## src/include/tzp_defines.svh

```systemverilog
// Register offsets, field positions and reset values of the timer block.
// Assumes byte addressing on a 32-bit register bus, one register per word.
`ifndef TZP_DEFINES_SVH
`define TZP_DEFINES_SVH

// ----------------------------------------------------------------------
// Register byte offsets
// ----------------------------------------------------------------------
`define TZP_ADDR_W 5
`define TZP_OFS_CTRL_FIRST 5'h00
`define TZP_OFS_CTRL_SECOND 5'h04
`define TZP_OFS_COUNT_LOW 5'h08
`define TZP_OFS_COUNT_HIGH 5'h0C
`define TZP_OFS_IRQ 5'h10

// ----------------------------------------------------------------------
// Field positions
// ----------------------------------------------------------------------
`define TZP_F1_ENABLE 7
`define TZP_F1_OUT 5
`define TZP_F1_MODE16 4
`define TZP_F1_POST_MSB 3
`define TZP_F1_POST_LSB 0
`define TZP_F2_CS_MSB 7
`define TZP_F2_CS_LSB 5
`define TZP_F2_ASYNC 4
`define TZP_F2_PRE_MSB 3
`define TZP_F2_PRE_LSB 0
`define TZP_IRQ_FLAG 0
`define TZP_IRQ_EN 1

// ----------------------------------------------------------------------
// Reset values and fixed codes
// ----------------------------------------------------------------------
`define TZP_RST_BYTE 8'h00
`define TZP_RST_WORD 32'h0000_0000
`define TZP_CS_SYSCLK 3'h1
`define TZP_COUNT_MAX 16'hFFFF
`define TZP_PRE_WIDTH 15
`define TZP_SYNC_STAGES 2

`endif

```

## src/include/tzp_pkg.sv

```systemverilog
// Types shared by the timer block and its scaler modules.
// Assumes nothing beyond a SystemVerilog compiler.
package tzp_pkg;
    typedef logic [7:0] tzp_byte_t;
    typedef logic [3:0] tzp_sel_t;
    typedef logic [2:0] tzp_cs_t;
    typedef logic [15:0] tzp_word_t;
endpackage

```

## src/include/tzp_scale_if.sv

```systemverilog
// Carrier between the timer core and one of its divide stages.
// Assumes both ends sit on the same system clock.
`timescale 1ns/1ps
`default_nettype none
interface tzp_scale_if;
    import tzp_pkg::*;
    logic tick;
    logic clear;
    tzp_sel_t sel;
    logic pulse;
    modport core(output tick, output clear, output sel, input pulse);
    modport scaler(input tick, input clear, input sel, output pulse);
endinterface
`default_nettype wire

```

## src/design/tzp_top.sv

```systemverilog
// Timer with selectable count clock, prescaler, postscaler and sleep control.
// Assumes an Avalon-MM master on SYS_CLK and clock sources arriving as pins.
`timescale 1ns/1ps
`default_nettype none
`include "tzp_defines.svh"

// Summary of operation
// - A three-bit field of the second control register picks the count clock source.
// - An internal source makes the timer advance once per prescaled group of clock periods.
// - An external source makes the timer advance once per prescaled group of rising edges.
// - The prescaler divides by a power of two from 1 to 32768 chosen by a four-bit field.
// - The prescaler is hidden and is cleared by writes to the counter low byte or second control.
// - The postscaler divides timer events by 1 to 16 set by a four-bit field of the first control.
// - The postscaler is hidden and is reset by writes to the counter low byte or first control.
// - In synchronous operation the timer stops counting during sleep.
// - In asynchronous operation the timer keeps counting in sleep and wakes the device if enabled.
// - An event occurs on low byte matching the compare byte, or on 16-bit rollover from FFFF.
// - The event flag is set once per postscale setting plus one events.
// - The timer output toggles on each postscaled event, giving a 50% square wave.
// - With the interrupt enable set, a set flag raises the interrupt request.
module tzp_top
    import tzp_pkg::*;
#(
    parameter int NUM_SRC = 8
) (
    // Clock and reset
    input wire logic SYS_CLK,
    input wire logic RST_B,
    // Avalon-MM slave
    input wire logic [`TZP_ADDR_W-1:0] AVS_ADDRESS,
    input wire logic AVS_READ,
    input wire logic AVS_WRITE,
    input wire logic [31:0] AVS_WRITEDATA,
    input wire logic [3:0] AVS_BYTEENABLE,
    output logic [31:0] AVS_READDATA,
    output logic AVS_WAITREQUEST,
    // Count clock sources and power state
    input wire logic [NUM_SRC-1:0] CLK_SRC,
    input wire logic SLEEP,
    // Timer outputs
    output logic TMR_OUT,
    output logic IRQ,
    output logic WAKE
);
    // ------------------------------------------------------------------
    // Register state
    // ------------------------------------------------------------------
    tzp_byte_t timer_control_first;
    tzp_byte_t timer_control_second;
    tzp_byte_t counter_low_byte;
    tzp_byte_t counter_high_compare_byte;
    logic timer_event_flag;
    logic timer_event_irq_enable;
    logic wr_acc;
    logic rd_acc;
    logic wr_low;
    tzp_word_t counter_full_word;

    // Byte-lane zero write data
    tzp_byte_t wdata;
    assign wdata = AVS_WRITEDATA[7:0];

    // Address hit, used by both the write and the read decode
    function automatic logic reg_hit(input logic [`TZP_ADDR_W-1:0] addr,
                                     input logic [`TZP_ADDR_W-1:0] ofs);
        reg_hit = (addr == ofs);
    endfunction

    // ------------------------------------------------------------------
    // Bus slave
    // ------------------------------------------------------------------
    // One wait state: the access completes on the edge after it is seen
    always_ff @(posedge SYS_CLK or negedge RST_B) begin
        if (!RST_B) begin
            AVS_WAITREQUEST <= 1'b1;
        end else begin
            AVS_WAITREQUEST <= !((AVS_READ || AVS_WRITE) && AVS_WAITREQUEST);
        end
    end

    assign wr_acc = AVS_WRITE && !AVS_WAITREQUEST && AVS_BYTEENABLE[0];
    assign rd_acc = AVS_READ && AVS_WAITREQUEST;
    assign wr_low = wr_acc && reg_hit(AVS_ADDRESS, `TZP_OFS_COUNT_LOW);

    // Read data registered during the wait state; unmapped reads give zero
    always_ff @(posedge SYS_CLK or negedge RST_B) begin
        if (!RST_B) begin
            AVS_READDATA <= `TZP_RST_WORD;
        end else if (rd_acc) begin
            AVS_READDATA <= `TZP_RST_WORD;
            if (reg_hit(AVS_ADDRESS, `TZP_OFS_CTRL_FIRST)) begin
                AVS_READDATA[7:0] <= timer_control_first;
                AVS_READDATA[`TZP_F1_OUT] <= TMR_OUT;
            end
            if (reg_hit(AVS_ADDRESS, `TZP_OFS_CTRL_SECOND)) begin
                AVS_READDATA[7:0] <= timer_control_second;
            end
            if (reg_hit(AVS_ADDRESS, `TZP_OFS_COUNT_LOW)) begin
                AVS_READDATA[7:0] <= counter_low_byte;
            end
            if (reg_hit(AVS_ADDRESS, `TZP_OFS_COUNT_HIGH)) begin
                AVS_READDATA[7:0] <= counter_high_compare_byte;
            end
            if (reg_hit(AVS_ADDRESS, `TZP_OFS_IRQ)) begin
                AVS_READDATA[`TZP_IRQ_FLAG] <= timer_event_flag;
                AVS_READDATA[`TZP_IRQ_EN] <= timer_event_irq_enable;
            end
        end
    end

    // Control registers; the output status bit is read-only
    always_ff @(posedge SYS_CLK or negedge RST_B) begin
        if (!RST_B) begin
            timer_control_first <= `TZP_RST_BYTE;
            timer_control_second <= `TZP_RST_BYTE;
            timer_event_irq_enable <= 1'b0;
        end else if (wr_acc) begin
            if (reg_hit(AVS_ADDRESS, `TZP_OFS_CTRL_FIRST)) begin
                timer_control_first <= wdata & ~(8'h01 << `TZP_F1_OUT);
            end
            if (reg_hit(AVS_ADDRESS, `TZP_OFS_CTRL_SECOND)) begin
                timer_control_second <= wdata;
            end
            if (reg_hit(AVS_ADDRESS, `TZP_OFS_IRQ)) begin
                timer_event_irq_enable <= wdata[`TZP_IRQ_EN];
            end
        end
    end

    // Field views
    logic enable;
    logic mode16;
    logic async_mode;
    tzp_cs_t count_clock_select;
    assign enable = timer_control_first[`TZP_F1_ENABLE];
    assign mode16 = timer_control_first[`TZP_F1_MODE16];
    assign async_mode = timer_control_second[`TZP_F2_ASYNC];
    assign count_clock_select = timer_control_second[`TZP_F2_CS_MSB:`TZP_F2_CS_LSB];

    // ------------------------------------------------------------------
    // Count clock selection
    // ------------------------------------------------------------------
    // Pins pass two flops; a third holds the previous level for edges
    logic [NUM_SRC-1:0] src_meta;
    logic [NUM_SRC-1:0] src_sync;
    logic [NUM_SRC-1:0] src_prev;
    always_ff @(posedge SYS_CLK or negedge RST_B) begin
        if (!RST_B) begin
            src_meta <= '0;
            src_sync <= '0;
            src_prev <= '0;
        end else begin
            src_meta <= CLK_SRC;
            src_sync <= src_meta;
            src_prev <= src_sync;
        end
    end

    // source select; system clock counts every cycle; rising edges
    logic src_tick;
    logic [NUM_SRC-1:0] src_rise;
    assign src_rise = src_sync & ~src_prev;
    assign src_tick = (count_clock_select == `TZP_CS_SYSCLK) ? 1'b1
                      : src_rise[count_clock_select];

    // synchronous halt; asynchronous keeps counting in sleep
    logic run;
    assign run = enable && !(SLEEP && !async_mode);

    // ------------------------------------------------------------------
    // Divide stages
    // ------------------------------------------------------------------
    tzp_scale_if pre_if();
    tzp_scale_if post_if();
    logic timer_event;

    // prescaler clear on low byte or second control write
    assign pre_if.clear = wr_low || (wr_acc && reg_hit(AVS_ADDRESS, `TZP_OFS_CTRL_SECOND));
    assign pre_if.tick = src_tick && run;
    assign pre_if.sel = timer_control_second[`TZP_F2_PRE_MSB:`TZP_F2_PRE_LSB];
    // postscaler clear on low byte or first control write
    assign post_if.clear = wr_low || (wr_acc && reg_hit(AVS_ADDRESS, `TZP_OFS_CTRL_FIRST));
    assign post_if.tick = timer_event;
    assign post_if.sel = timer_control_first[`TZP_F1_POST_MSB:`TZP_F1_POST_LSB];

    tzp_prescaler #(.WIDTH(`TZP_PRE_WIDTH)) u_pre (
        .clk(SYS_CLK),
        .rst_b(RST_B),
        .ps(pre_if.scaler)
    );

    tzp_postscaler u_post (
        .clk(SYS_CLK),
        .rst_b(RST_B),
        .ps(post_if.scaler)
    );

    // ------------------------------------------------------------------
    // Counter
    // ------------------------------------------------------------------
    logic count_tick;
    logic low_match;
    assign count_tick = pre_if.pulse;
    assign counter_full_word = {counter_high_compare_byte, counter_low_byte};
    assign low_match = (counter_low_byte == counter_high_compare_byte);
    // match or rollover event; a low byte write in the same cycle drops it
    assign timer_event = count_tick && !wr_low
                         && (mode16 ? (counter_full_word == `TZP_COUNT_MAX) : low_match);

    // Software writes win over counting so a loaded value is never skipped
    always_ff @(posedge SYS_CLK or negedge RST_B) begin
        if (!RST_B) begin
            counter_low_byte <= `TZP_RST_BYTE;
            counter_high_compare_byte <= `TZP_RST_BYTE;
        end else begin
            if (wr_low) begin
                counter_low_byte <= wdata;
            end else if (count_tick) begin
                if (mode16) begin
                    counter_low_byte <= counter_low_byte + 8'h01;
                end else if (low_match) begin
                    counter_low_byte <= `TZP_RST_BYTE;
                end else begin
                    counter_low_byte <= counter_low_byte + 8'h01;
                end
            end
            if (wr_acc && reg_hit(AVS_ADDRESS, `TZP_OFS_COUNT_HIGH)) begin
                counter_high_compare_byte <= wdata;
            end else if (count_tick && mode16 && !wr_low && counter_low_byte == 8'hFF) begin
                counter_high_compare_byte <= counter_high_compare_byte + 8'h01;
            end
        end
    end

    // ------------------------------------------------------------------
    // Flag, output and requests
    // ------------------------------------------------------------------
    // flag per postscaled event; set beats a write-one clear
    always_ff @(posedge SYS_CLK or negedge RST_B) begin
        if (!RST_B) begin
            timer_event_flag <= 1'b0;
        end else if (post_if.pulse) begin
            timer_event_flag <= 1'b1;
        end else if (wr_acc && reg_hit(AVS_ADDRESS, `TZP_OFS_IRQ) && wdata[`TZP_IRQ_FLAG]) begin
            timer_event_flag <= 1'b0;
        end
    end

    always_ff @(posedge SYS_CLK or negedge RST_B) begin
        if (!RST_B) begin
            TMR_OUT <= 1'b0;
        end else if (post_if.pulse) begin
            TMR_OUT <= !TMR_OUT;
        end
    end

    // interrupt request; wake only for asynchronous sleep
    always_ff @(posedge SYS_CLK or negedge RST_B) begin
        if (!RST_B) begin
            IRQ <= 1'b0;
            WAKE <= 1'b0;
        end else begin
            IRQ <= timer_event_flag && timer_event_irq_enable;
            WAKE <= SLEEP && async_mode && timer_event_flag && timer_event_irq_enable;
        end
    end
endmodule
`default_nettype wire

```

## src/design/tzp_prescaler.sv

```systemverilog
// Power-of-two prescaler for the timer count clock.
// Assumes tick is a single-cycle enable on the system clock.
`timescale 1ns/1ps
`default_nettype none
`include "tzp_defines.svh"
module tzp_prescaler
    import tzp_pkg::*;
#(
    parameter int WIDTH = `TZP_PRE_WIDTH
) (
    // Clock and reset
    input wire logic clk,
    input wire logic rst_b,
    // Divide stage
    tzp_scale_if.scaler ps
);
    logic [WIDTH-1:0] count;
    logic [WIDTH-1:0] mask;

    // Low sel bits all ones marks the last tick of a period
    assign mask = ~({WIDTH{1'b1}} << ps.sel);
    assign ps.pulse = ps.tick && ((count & mask) == mask);

    // Hidden count; clearing wins over a tick in the same cycle
    always_ff @(posedge clk or negedge rst_b) begin
        if (!rst_b) begin
            count <= '0;
        end else if (ps.clear) begin
            count <= '0;
        end else if (ps.tick) begin
            count <= count + 1'b1;
        end
    end
endmodule
`default_nettype wire

```

## src/design/tzp_postscaler.sv

```systemverilog
// Output postscaler dividing timer events by sel plus one.
// Assumes tick is a single-cycle event on the system clock.
`timescale 1ns/1ps
`default_nettype none
`include "tzp_defines.svh"
module tzp_postscaler
    import tzp_pkg::*;
(
    // Clock and reset
    input wire logic clk,
    input wire logic rst_b,
    // Divide stage
    tzp_scale_if.scaler ps
);
    tzp_sel_t count;

    assign ps.pulse = ps.tick && (count == ps.sel);

    // Hidden count restarts after each output pulse
    always_ff @(posedge clk or negedge rst_b) begin
        if (!rst_b) begin
            count <= '0;
        end else if (ps.clear) begin
            count <= '0;
        end else if (ps.tick) begin
            count <= ps.pulse ? 4'h0 : count + 4'h1;
        end
    end
endmodule
`default_nettype wire

```

## config.mk

```make
export PLATFORM = sky130hd
export DESIGN_NAME = tzp_top
export DESIGN_NICKNAME = d
export VERILOG_FILES = /design/src/include/tzp_pkg.sv /design/src/include/tzp_scale_if.sv /design/src/design/tzp_top.sv /design/src/design/tzp_prescaler.sv /design/src/design/tzp_postscaler.sv
export VERILOG_INCLUDE_DIRS = /design/src /design/src/include
export SDC_FILE = /design/constraint.sdc
export NUM_CORES = 1
export LEC_CHECK = 0
export ABC_AREA = 0
export BUFFER_PORTS_ARGS = -buffer_cell sky130_fd_sc_hd__buf_4
export CAP_MARGIN = 20
export CORE_MARGIN = 1
export CORE_UTILIZATION = 60
export CTS_CLUSTER_DIAMETER = 80
export DETAILED_ROUTE_END_ITERATION = 7
export GPL_TIMING_DRIVEN = 0
export PLACE_DENSITY = 0.86
export SYNTH_ARGS = -nofsm -noshare
export SYNTH_HDL_FRONTEND = slang
export SYNTH_SLANG_ARGS = --single-unit
```

## constraint.sdc

```tcl
create_clock -name SYS_CLK -period 6.5 [get_ports SYS_CLK]
set_clock_uncertainty 0.05 [all_clocks]
set_input_delay 1.95 -clock SYS_CLK [delete_from_list [all_inputs] [get_ports SYS_CLK]]
set_output_delay 1.95 -clock SYS_CLK [all_outputs]
set_load 0.03 [all_outputs]
```

==> results of run 1 <==
## flip-flops by register name, summed over array words and instances, names as in the netlist, 4 cells and up
register	cells
AVS_READDATA	8
src_meta	7
src_sync	7
u_pre.count	15
u_post.count	4
counter_low_byte	8
timer_control_first	7
counter_high_compare_byte	8
timer_control_second	8
src_prev	7
## worst max-delay path by stage
stage | end | slack (ns) | cells after the start
2_1_floorplan | timer_control_first[0] | 2.81 | 5
4_1_cts | counter_low_byte[3] | 2.79 | 9
3_3_place_gp | counter_low_byte[5] | 2.46 | 9
5_1_grt | counter_low_byte[3] | 2.51 | 9
3_5_place_dp | counter_low_byte[3] | 2.43 | 9
6_report | counter_low_byte[3] | 2.71 | 9
## where the power goes
part / switching, mW / internal (mW) / total [mW]
clock: 0.223 / 0.152 / 0.375
combinational: 0.164 / 0.101 / 0.264
sequential: 0.0552 / 0.573 / 0.628
## worst max-delay path, stage by stage
cell and delay [ns]:
buf_4 0.12, nor3_1 0.25, clkbuf_1 0.37, nand2_1 0.12, nor2_1 0.32, nand2_1 0.29
clkbuf_1 0.32, nor2_1 0.16, a31oi_1 0.05
## layer usage
| layer | part of all wire, % | GRT usage [%] | wire [um] | vias to the layer above |
|---|---|---|---|---|
| met2 | 49 | 49.6 | 5850 | 239 |
| met5 | 0 | 0 | 0 | - |
| li1 | - | - | - | 1904 |
| met1 | 39 | 39.4 | 4690 | 2000 |
| met3 | 8.6 | 5.16 | 1030 | 50 |
| met4 | 3.3 | 13.3 | 399 | 0 |
## area by class of cell
cell class,count,area [um^2]
Multi-Input combinational cell,366,2300
Sequential cell,85,2130
Fill cell,538,2000
Timing Repair Buffer,37,298
Buffer,50,289
Clock buffer,9,124
Tap cell,99,124
Clock inverter,7,75.1
Inverter,9,33.8
## kinds of logic (layout without fill, tap and decap cells)
kind of cell / Yosys count / in the layout / share of synthesized area (%)
buffers and inverters: 59 / 112 / 6.92
AOI/OAI and AO/OA: 109 / 109 / 16.0
other: 1 / 24 / 0.0804
DFF: 85 / 85 / 45.6
and+or+nand+nor: 192 / 192 / 22.4
muxes: 21 / 21 / 4.85
adders and majority gates: 4 / 4 / 1.07
xor gates and xnor gates: 16 / 16 / 3.00
## cells in the final DEF (no fill, tap or decap), types with 6 or more instances in the layout
cell type,n
o31ai_1,20
or4_1,19
a21oi_1,22
or3_1,8
mux2i_1,8
nor2_1,39
nand3b_1,6
a31oi_1,14
and3_1,12
a22oi_1,6
clkbuf_1,21
nand3_1,21
clkbuf_8,9
conb_1,24
o21ai_0,18
buf_4,60
inv_1,9
nand4_1,11
nand2_1,39
nand2b_1,6
mux2_2,13
xnor2_1,11
dfrtp_1,84
==> reports/results.env, run 1 <==
OUTCOME='finished clean'
TIMING.SETUP.TNS_NS=0
CLKLATENCYLATEPIN_NS=0.36
TIMING_WORST_SLEW_PIN_VALUE_NS=0.705
WHS_NS=0.306
DETAILEDROUTE.FIRSTPASSITERATIONCOUNT=5
POST-SYNTH-TOP-COUNT-CELL='dfrtp_1'
KIND_OF_PATH_BEHIND_THE_TIGHTEST_HOLD_CHECK='register to register'
SYNTH_EDF_COUNT=0
SYN_AREA_PER_CELL_UM2=9.58
SETUP.WORST_PATH.START='AVS_ADDRESS[4]'
FINAL.MIN_CLOCK_PERIOD_NS=3.79
TOTALPOWERFINAL_mW=1.27
CTS.CLK_SLEW.WORST_PATHS_NS=0.10
CRIT-REG2REG-LAUNCH='timer_control_second[1]'
GLOBAL_ROUTE.USAGE.TOTAL_PCT=30.2
STATIC-LEAKAGE-POWER_nW=2.35
WORSTHOLDENDPOINT='src_sync[7]'
DIE-AREA_MM2=0.00813
NUMBER_OF_GLOBAL_ROUTE_VIAS_BEFORE_REPAIR=3949
POSTCTSSETUPREPAIRBUFS=0
DRT.ANTENNA.VIOLATING_NETS=0
HOLD-PATH-CELL-COUNT=0
FLOORPLAN.INITIALDENSITY_PCT=63.3
CRITICAL_REGISTER_TO_REGISTER_PATH_ENDPOINT='counter_high_compare_byte[5]'
FINALSETUPVIOLATIONS=0
POST_DP_CELL_AREA_MM2=0.00515
FLOORPLAN.ROWS=31
DIE_WIDTH_UM=90.2
CRIT_PATH_SETUP_SLACK_LAYOUT_NS=2.71
PORTBUFFERS=36
REG2REG_SLACK_NS=3.79
NETLIST_AREA_MM2=0.00467
WIRE_PER_INST_UM=18.1
DP_HPWL_UM=8590
CTS-RESIZED-GATES=0
ASYNC_FLOP_SHARE_PCT=100
GRT_PASS1_WL_UM=19400
SYNTH_SEQ_AREA_SHARE_PCT=45.6
CTSLONGESTPATHBUFFERS=2
POST_SYNTH_NUM_CELL_TYPES=61
WORSTPATHARRIVAL_NS=3.97
CLKSINKCOUNT=85
ROUTED_VIA_DENSITY=6.33
PRE_CTS_WS_NS=2.43
GRT_ANTENNA_BEFORE_REPAIR=0
RSZ0062_AT_GRT='false'
HOLDBUFCOUNTCTS=0
LAYOUT-DRIVE-GT1-SHARE_PCT=17.8
N_ANTENNA_CELL=0
DRT_WL_TOTAL_UM=12000
SETUP.WORST_PATH.CLASS='input pin to register'
DRTITER0DRC=459
H_TREE_LEVELS=3
POST_ROUTE_CELL_AREA_MM2=0.00537
POWER_DENSITY_CELLS_mW_PER_MM2=236
GRT-OVFL-TOTAL=0
GRT_MAX_DEGREE=86
SYNTH_TOP_AREA_SHARE_PCT=45.1
FINAL_PERIOD_UTIL_PCT=58.3
GP_CONGESTION=0.946
DESIGN.PORTCOUNT=90
CHIPHEIGHT_UM=90.2
MAXCAPVIOLATIONS=0
HOLD_VIOL=0
CRIT_END_ELEMENT='register'
YOSYS_REGISTER_BITS=85
PLACE_INST=645
MOST_FREQUENT_CELLS_AFTER_SYNTHESIS='dfrtp_1 (84), nand2_1 (39), nor2_1 (39), buf_4 (24), a21oi_1 (22)'
FINAL_NET_COUNT=616
YS_TOP_CELLS_BY_AREA='dfrtp_1 (45%), buf_4 (3.9%), o31ai_1 (3.2%)'
POST_LAYOUT_NONFILLER_INSTANCES=662
MAX-VDD-IR-DROP_uV=193
CRIT_PATH_MAX_FANOUT=10
WORSTREGTOREGCELLS=8
WORST_ENDPOINT_REQUIRED_TIME_NS=6.68
HOLD_PATH_STARTPOINT='src_meta[7]'
CLOCKROOTBUFFER='clkbuf_8'
CTS_MADE_BUFFERS=9
VIA_COUNT=4193
TIMING.MAX_SLEW.REL_SLACK_PCT=52.5
FINISH.UTILIZATION_PCT=72.9
SYNTHDOMINANTAREACELLTYPE='dfrtp_1'
SYNTH_INSTANCES=487
COUNT_OF_SYNTHESIS_STAGE_WARNINGS_FROM_YOSYS=0
AREA.GROWTH.SYNTH_TO_FINAL_PCT=15.2
DETAIL_ROUTE.DRC_VIOLATIONS=0
CLOCK.FMAX_MHz=264
REPORT.FINAL.SLEW_VIOL_COUNT=0
POSTSYNTH.TOPFLOPCELL='dfrtp_1'
TRITONCTS_CLOCK_TREE='built'
DESIGN.CORE.AREA_MM2=0.00737
WORSTSETUPSTARTPOINTTYPE='input pin'
No activity file was read; power rests on OpenSTA's default activity.
==> run 2: changes to the inputs <==
--- a/config.mk
+++ b/config.mk
@@ -6,15 +6,15 @@
 export SDC_FILE = /design/constraint.sdc
 export NUM_CORES = 1
 export LEC_CHECK = 0
-export ABC_AREA = 0
+export ABC_AREA = 1
 export BUFFER_PORTS_ARGS = -buffer_cell sky130_fd_sc_hd__buf_4
 export CAP_MARGIN = 20
 export CORE_MARGIN = 1
-export CORE_UTILIZATION = 60
+export CORE_UTILIZATION = 56
 export CTS_CLUSTER_DIAMETER = 80
 export DETAILED_ROUTE_END_ITERATION = 7
 export GPL_TIMING_DRIVEN = 0
-export PLACE_DENSITY = 0.86
+export PLACE_DENSITY = 0.8
 export SYNTH_ARGS = -nofsm -noshare
 export SYNTH_HDL_FRONTEND = slang
 export SYNTH_SLANG_ARGS = --single-unit
==> constraint.sdc (replaced) <==
create_clock -name SYS_CLK -period 3.5 [get_ports SYS_CLK]
set_clock_uncertainty 0.05 [all_clocks]
set_input_delay 1.05 -clock SYS_CLK [delete_from_list [all_inputs] [get_ports SYS_CLK]]
set_output_delay 1.05 -clock SYS_CLK [all_outputs]
set_load 0.03 [all_outputs]
==> run 2 against run 1 <==
Clock-buffer cell count stayed put. Final area is 2.8% higher. Synthesized cell count is 23% higher. Final cell count is 18% higher. Clock power is 94% higher. Combinational power is 120% higher. Register-to-register slack worse by 2.3 ns. First-iteration DRC count is 49% lower. Non-clock buffer count is 13 lower. Core utilization is 6.0 points lower. Die area is 10% higher. Largest power group unchanged.
==> reports/results.env, run 2 <==
MAXCAPVIOLATIONS=0
PWR-SHARE-COMB_PCT=23.2
LAYOUT-DRIVE-GT1-SHARE_PCT=20.1
WORST_ENDPOINT_REQUIRED_TIME_NS=3.72
SETUP.WORST_PATH.START='AVS_ADDRESS[1]'
WORSTHOLDENDPOINT='src_sync[2]'
ASYNC_FLOP_SHARE_PCT=100
CLOCK.FMAX_MHz=438
POST-SYNTH-TOP-COUNT-CELL='nand2_1'
PORTBUFFERS=37
CRIT_PATH_MAX_FANOUT=9
SEQ_POWER_SHARE_PCT=48.0
WORST_PATH_MAX_DELAY_CELL='nor3_4'
ROUTED-WL-MET3_UM=825
DETAILEDROUTE.FIRSTPASSITERATIONCOUNT=4
GRT-OVFL-TOTAL=0
OUTCOME='finished clean'
FINAL_NET_COUNT=730
LARGEST_REGISTER_FFS=15
WIRE_PER_INST_UM=14.2
SYNTH_SEQ_AREA_SHARE_PCT=44.4
AREA.GROWTH.SYNTH_TO_FINAL_PCT=15.1
MAX_FLOP_REGISTER='u_pre.count'
FLOORPLAN.INITIALDENSITY_PCT=58.1
POST_DP_CELL_AREA_MM2=0.00529
POWER_SWITCHING_SHARE_PCT=36.5
KIND_OF_PATH_BEHIND_THE_TIGHTEST_HOLD_CHECK='register to register'
POST_ROUTE_CELL_AREA_MM2=0.00552
WORSTPATHARRIVAL_NS=2.50
WORST_PATH_DOMINANT_CELL_FAMILY='simple AND/OR/NAND/NOR gates'
FINAL.MIN_CLOCK_PERIOD_NS=2.28
POWER_DENSITY_CELLS_mW_PER_MM2=458
GRT_ANTENNA_BEFORE_REPAIR=0
FINALSETUPVIOLATIONS=0
DRTITER0DRC=236
STATIC-LEAKAGE-POWER_nW=2.75
M1WIRELENGTH_UM=4770
CRIT_END_ELEMENT='register'
SYNTH_INSTANCES=600
LAYOUT.CELLS.MOST_COMMON='nand2_1'
DESIGN.CORE.AREA_MM2=0.00826
FLOORPLAN.ROWS=33
SYNTHDOMINANTAREACELLTYPE='dfrtp_1'
TOP_LAYER='met4'
REPORT.FINAL.SLEW_VIOL_COUNT=0
CRITICAL_PATH.CELL_CHAIN='buf_4 > nor3_2 > inv_2 > nor3_4 > nand2_2 > inv_2 > nor2_1 > inv_2 > nor3_1 > nand2_1 > nand2_1'
H_TREE_LEVELS=3
COUNT_OF_SYNTHESIS_STAGE_WARNINGS_FROM_YOSYS=0
REG2REG_SLACK_NS=1.53
GP_CONGESTION=0.962
FINAL_CELL_MIX='nand2_1 (147), dfrtp_1 (84), buf_4 (62), inv_1 (55), nand3_1 (55)'
CLOCK_POWER_SHARE_PCT=28.7
INTERNAL-POWER_mW=1.60
WORSTSETUPSTARTPOINTTYPE='input pin'
CLOCKROOTBUFFER='clkbuf_8'
SYNTH_TOP_AREA_SHARE_PCT=43.8
DIE-AREA_MM2=0.00894
WORSTREGTOREGCELLS=11
HOLDBUFCOUNTCTS=0
CRIT-REG2REG-LAUNCH='counter_low_byte[0]'
DETAIL_ROUTE.DRC_VIOLATIONS=0
POST_SYNTH_NUM_CELL_TYPES=44
POSTSYNTH.TOPFLOPCELL='dfrtp_1'
FINAL_PERIOD_UTIL_PCT=65.2
GRT_PASS1_WL_UM=18200
SYN_AREA_PER_CELL_UM2=8.00
POWER.NET_SWITCHING_uW=924
CLKSINKCOUNT=85
ROUTED_VIA_DENSITY=5.38
HOLD-PATH-CELL-COUNT=0
TIMING.CRITICAL_PATH.SLOWEST_CELL_DELAY_NS=0.35
CP_COMMON_CELL='inv_2'
SETUP.WORST_PATH.CLASS='input pin to register'
TIMING.MAX_SLEW.REL_SLACK_PCT=63.6
DIE_WIDTH_UM=94.6
CRITICAL_REGISTER_TO_REGISTER_PATH_ENDPOINT='TMR_OUT'
TRITONCTS_CLOCK_TREE='built'
RSZ0062_AT_GRT='false'
TIMING_WORST_SLEW_PIN_VALUE_NS=0.546
VIA_COUNT=4208
POST_LAYOUT_NONFILLER_INSTANCES=782
CTSLONGESTPATHBUFFERS=2
YOSYS_REGISTER_BITS=85
CLKLATENCYLATEPIN_NS=0.38
PLACE_INST=765
TIMING.SETUP.TNS_NS=0
HOLD_VIOL=0
CTS_MADE_BUFFERS=9
CTS.CLK_SLEW.WORST_PATHS_NS=0.10
GRT_MAX_DEGREE=86
CRIT_BUF_INV=4
SYNTH_EDF_COUNT=0
NETLIST_AREA_MM2=0.00480
HOLD_PATH_STARTPOINT='src_meta[2]'
MOST_FREQUENT_CELLS_AFTER_SYNTHESIS='nand2_1 (147), dfrtp_1 (84), inv_1 (55), nand3_1 (55), o21ai_0 (45)'
CHIPHEIGHT_UM=94.6
DESIGN.PORTCOUNT=90
N_ANTENNA_CELL=0
MAX-VDD-IR-DROP_uV=256
POSTCTSSETUPREPAIRBUFS=0
GLOBAL_ROUTE.USAGE.TOTAL_PCT=26.8
DP_HPWL_UM=8280
WIRE_LENGTH_ON_MET2_UM=5270
YS_TOP_CELLS_BY_AREA='dfrtp_1 (44%), nand2_1 (11%), nand3_1 (5.7%)'
DRT.ANTENNA.VIOLATING_NETS=0
DRT_WL_TOTAL_UM=11100
NUMBER_OF_GLOBAL_ROUTE_VIAS_BEFORE_REPAIR=3880
CTS-RESIZED-GATES=0
## run 2: changes by cell type after synthesis, sizes merged, moves of 11 or more
cell	delta
a31oi	-13
and3	-12
clkbuf	-17
inv	+58
mux2	-13
nand2	+115
nand3	+38
nor2	+11
o21ai	+32
o31ai	-20
or4	-19
## run 2: final cells by class
cell class / count / area (um^2)
flip-flops and latches: 85 / 2130
inverters: 68 / 255
multi-input cells: 434 / 2250
well taps: 105 / 131
fillers: 716 / 2740
clock buffers: 9 / 124
clock inverters: 7 / 83.8
repair buffers: 38 / 298
plain buffers: 36 / 253
## run 2: per-layer routing
metal	global-route usage [%]	vias to the layer above
met5	0	-
met3	6.20	27
li1	-	2064
met4	10.5	0
met2	42.1	168
met1	36.0	1949
## run 2: worst max-delay path by stage
stage / to / slack (ns) / cells after the start
floorplan: counter_low_byte[3] / 1.25 / 9
global placement: u_post.count[3] / 0.90 / 11
detailed placement: u_post.count[3] / 0.88 / 11
CTS: u_post.count[3] / 1.26 / 11
global route: u_post.count[3] / 1.10 / 11
finish: u_post.count[3] / 1.22 / 11
## run 2: logic make-up (layout without fill, tap and decap cells)
family	count (synthesis)	after routing	share of synthesized area, %
flops	85	85	44.4
simple gates	299	299	30.3
fa+ha+maj	4	4	1.04
other cells	1	24	0.0782
compound gates	93	93	11.1
buf+inv	104	158	10.6
xor+xnor	14	14	2.56
## run 2: power by group through the flow
stage / Sequential (mW) / Clock (mW) / Combinational [mW]
after floorplan: 1.22 / 0 / 0.417
after global placement: 1.22 / 0 / 0.557
after detailed placement: 1.23 / 0 / 0.579
after CTS: 1.21 / 0.737 / 0.583
after global routing: 1.23 / 0.780 / 0.657
final: 1.21 / 0.727 / 0.587
## run 2: through the flow
stage / power [mW] / setup slack (ns) / hold WS (ns) / utilization (%)
6_report: 2.53 / 1.22 / 0.307 / 66.9
5_1_grt: 2.67 / 1.10 / 0.316 / 66.9
4_1_cts: 2.53 / 1.26 / 0.311 / 66.6
3_5_place_dp: 1.81 / 0.879 / 0.285 / 64.1
3_3_place_gp: 1.78 / 0.899 / 0.282 / 64.1
2_1_floorplan: 1.64 / 1.25 / 0.281 / -
==> run 3: changes to the inputs <==
--- a/config.mk
+++ b/config.mk
@@ -10,11 +10,11 @@
 export BUFFER_PORTS_ARGS = -buffer_cell sky130_fd_sc_hd__buf_4
 export CAP_MARGIN = 20
 export CORE_MARGIN = 1
-export CORE_UTILIZATION = 56
+export CORE_UTILIZATION = 50
 export CTS_CLUSTER_DIAMETER = 80
 export DETAILED_ROUTE_END_ITERATION = 7
 export GPL_TIMING_DRIVEN = 0
-export PLACE_DENSITY = 0.8
+export PLACE_DENSITY = 0.76
 export SYNTH_ARGS = -nofsm -noshare
 export SYNTH_HDL_FRONTEND = slang
 export SYNTH_SLANG_ARGS = --single-unit
==> constraint.sdc (replaced) <==
create_clock -name SYS_CLK -period 2 [get_ports SYS_CLK]
set_clock_uncertainty 0.05 [all_clocks]
set_input_delay 0.6 -clock SYS_CLK [delete_from_list [all_inputs] [get_ports SYS_CLK]]
set_output_delay 0.6 -clock SYS_CLK [all_outputs]
set_load 0.03 [all_outputs]
==> run 3 against run 2 <==
Sequential cell count unchanged. Critical path depth stayed put. Worst hold slack worse by 0.20 ns. Non-clock buffer count increased by 6. Final cell count rose by 4.0%.
==> reports/results.env, run 3 (synthesized netlist as in run 2, its figures left out) <==
OUTCOME='finished clean'
LARGEST_REGISTER_FFS=15
CRIT_PATH_MAX_FANOUT=8
GRT_ANTENNA_BEFORE_REPAIR=0
SETUP.WORST_PATH.CLASS='register to register'
DRTITER0DRC=291
CLKSINKCOUNT=85
DETAILEDROUTE.FIRSTPASSITERATIONCOUNT=5
MAX_FLOP_REGISTER='u_pre.count'
HOLD_VIOL=0
TRITONCTS_CLOCK_TREE='built'
CLOCK.FMAX_MHz=516
DETAIL_ROUTE.DRC_VIOLATIONS=0
DP_HPWL_UM=8260
WORST_ENDPOINT_REQUIRED_TIME_NS=2.26
MULTI_INPUT_COMB_AREA_MM2=0.00235
RSZ0062_AT_GRT='true'
CTS_MADE_BUFFERS=9
FINAL_PERIOD_UTIL_PCT=97.0
AREA.GROWTH.SYNTH_TO_FINAL_PCT=18.9
POWER_DENSITY_CELLS_mW_PER_MM2=775
FLOORPLAN.INITIALDENSITY_PCT=51.7
WORSTSETUPSTARTPOINTTYPE='register'
WORSTPATHARRIVAL_NS=2.20
CTS.CLK_SLEW.WORST_PATHS_NS=0.10
GLOBAL_ROUTE.USAGE.TOTAL_PCT=24.3
FLOORPLAN.ROWS=35
DIE_WIDTH_UM=100
LAYOUT-DRIVE-GT1-SHARE_PCT=24.6
DRT_WL_TOTAL_UM=11300
CRIT_END_ELEMENT='register'
REPORT.FINAL.SLEW_VIOL_COUNT=0
WIRE_PER_INST_UM=13.9
VIA_COUNT=4249
FINAL_CELL_MIX='nand2_1 (132), dfrtp_1 (80), buf_4 (68), nand3_1 (55), inv_1 (53)'
ROUTED_VIA_DENSITY=5.23
LAYOUT.CELLS.MOST_COMMON='nand2_1'
CRIT_PATH_SETUP_SLACK_LAYOUT_NS=0.0603
HOLDBUFCOUNTCTS=0
H_TREE_LEVELS=3
MAX-VDD-IR-DROP_uV=572
NUMBER_OF_GLOBAL_ROUTE_VIAS_BEFORE_REPAIR=4016
CLOCKROOTBUFFER='clkbuf_8'
CTSLONGESTPATHBUFFERS=2
PRE_CTS_WS_NS=-0.188
TIMING.SETUP.TNS_NS=0
GP_CONGESTION=0.918
GRT-OVFL-TOTAL=0
KIND_OF_PATH_BEHIND_THE_TIGHTEST_HOLD_CHECK='input pin to asynchronous set/reset pin'
DESIGN.PORTCOUNT=90
FINAL.FILL_COUNT=833
PORTBUFFERS=37
FINAL.MIN_CLOCK_PERIOD_NS=1.94
CLKLATENCYLATEPIN_NS=0.37
FINAL_NET_COUNT=737
FINALSETUPVIOLATIONS=0
DRT.ANTENNA.VIOLATING_NETS=0
GRT_PASS1_WL_UM=18600
SEQCELLAREA_MM2=0.00213
GRT_MAX_DEGREE=86
STATIC-LEAKAGE-POWER_nW=2.81
CHIPHEIGHT_UM=100
MAXCAPVIOLATIONS=0
DESIGN.CORE.AREA_MM2=0.00928
N_ANTENNA_CELL=0
DIE-AREA_MM2=0.00999
run 3: cell type report:
| cell class | instances | area share, % |
|---|---|---|
| Clock buffer | 9 | 2.17 |
| Timing Repair Buffer | 44 | 6.14 |
| Inverter | 68 | 4.52 |
| Buffer | 36 | 4.43 |
| Multi-Input combinational cell | 435 | 41.2 |
| Sequential cell | 85 | 37.4 |
| Tap cell | 129 | 2.83 |
| Clock inverter | 7 | 1.32 |
run 3: power breakdown:
group	total, mW	switching [mW]	leakage [nW]	internal [mW]
clock	1.23	0.735	0.0985	0.494
combinational	1.07	0.662	1.68	0.407
sequential	2.13	0.207	1.03	1.92
run 3: path summary, 6_finish.rpt:
path                                           endpoint  slack [ns]               startpoint  cells after the start
setup / recovery           counter_high_compare_byte[6]        0.06  timer_control_second[2]                     11
hold / removal                              src_prev[0]        0.11                    RST_B                      1
setup reg to reg           counter_high_compare_byte[6]        0.06  timer_control_second[2]                     11
hold reg to reg                             src_sync[6]        0.30              src_meta[6]                      0
max in group asynchronous               AVS_WAITREQUEST        1.14                    RST_B                      2
min in group SYS_CLK                        src_meta[5]        0.28               CLK_SRC[5]                      1
run 3: repair_timing:
action | in CTS | in global routing
resized for setup | 0 | 34
buffers inserted | 0 | 6
endpoints found under the setup margin | 0 | 19
run 3: worst max-delay path, stage by stage, from the launching register on:
cell and delay (ns):
dfrtp_2 0.48, inv_4 0.11, nand2_2 0.08, o22ai_1 0.14, nand3_1 0.09, nor2_1 0.14, nand2_1 0.11, nor2_4 0.25
nand3_4 0.18, nand2_8 0.16, nand2_1 0.06, nand2_1 0.06
run 3: per-stage QoR:
step | instance area [um^2] | hold WS (ns) | total power [mW] | util [%] | instances
after floorplan | 4880 | 0.254 | 2.86 | - | 623
after global placement | 5320 | 0.282 | 3.13 | 57.3 | 789
after detailed placement | 5320 | 0.286 | 3.16 | 57.3 | 789
after CTS | 5520 | 0.262 | 4.39 | 59.5 | 805
after global routing | 5710 | 0.119 | 4.69 | 61.5 | 813
final | 5710 | 0.109 | 4.43 | 61.5 | 813
run 3: per-layer routing:
metal | up-vias | GRT usage [%] | wire, um
met2 | 142 | 37.8 | 5300
met4 | 0 | 10.5 | 221
met5 | - | 0 | 0
met1 | 1993 | 32.9 | 5060
li1 | 2090 | - | -
met3 | 24 | 5.36 | 704
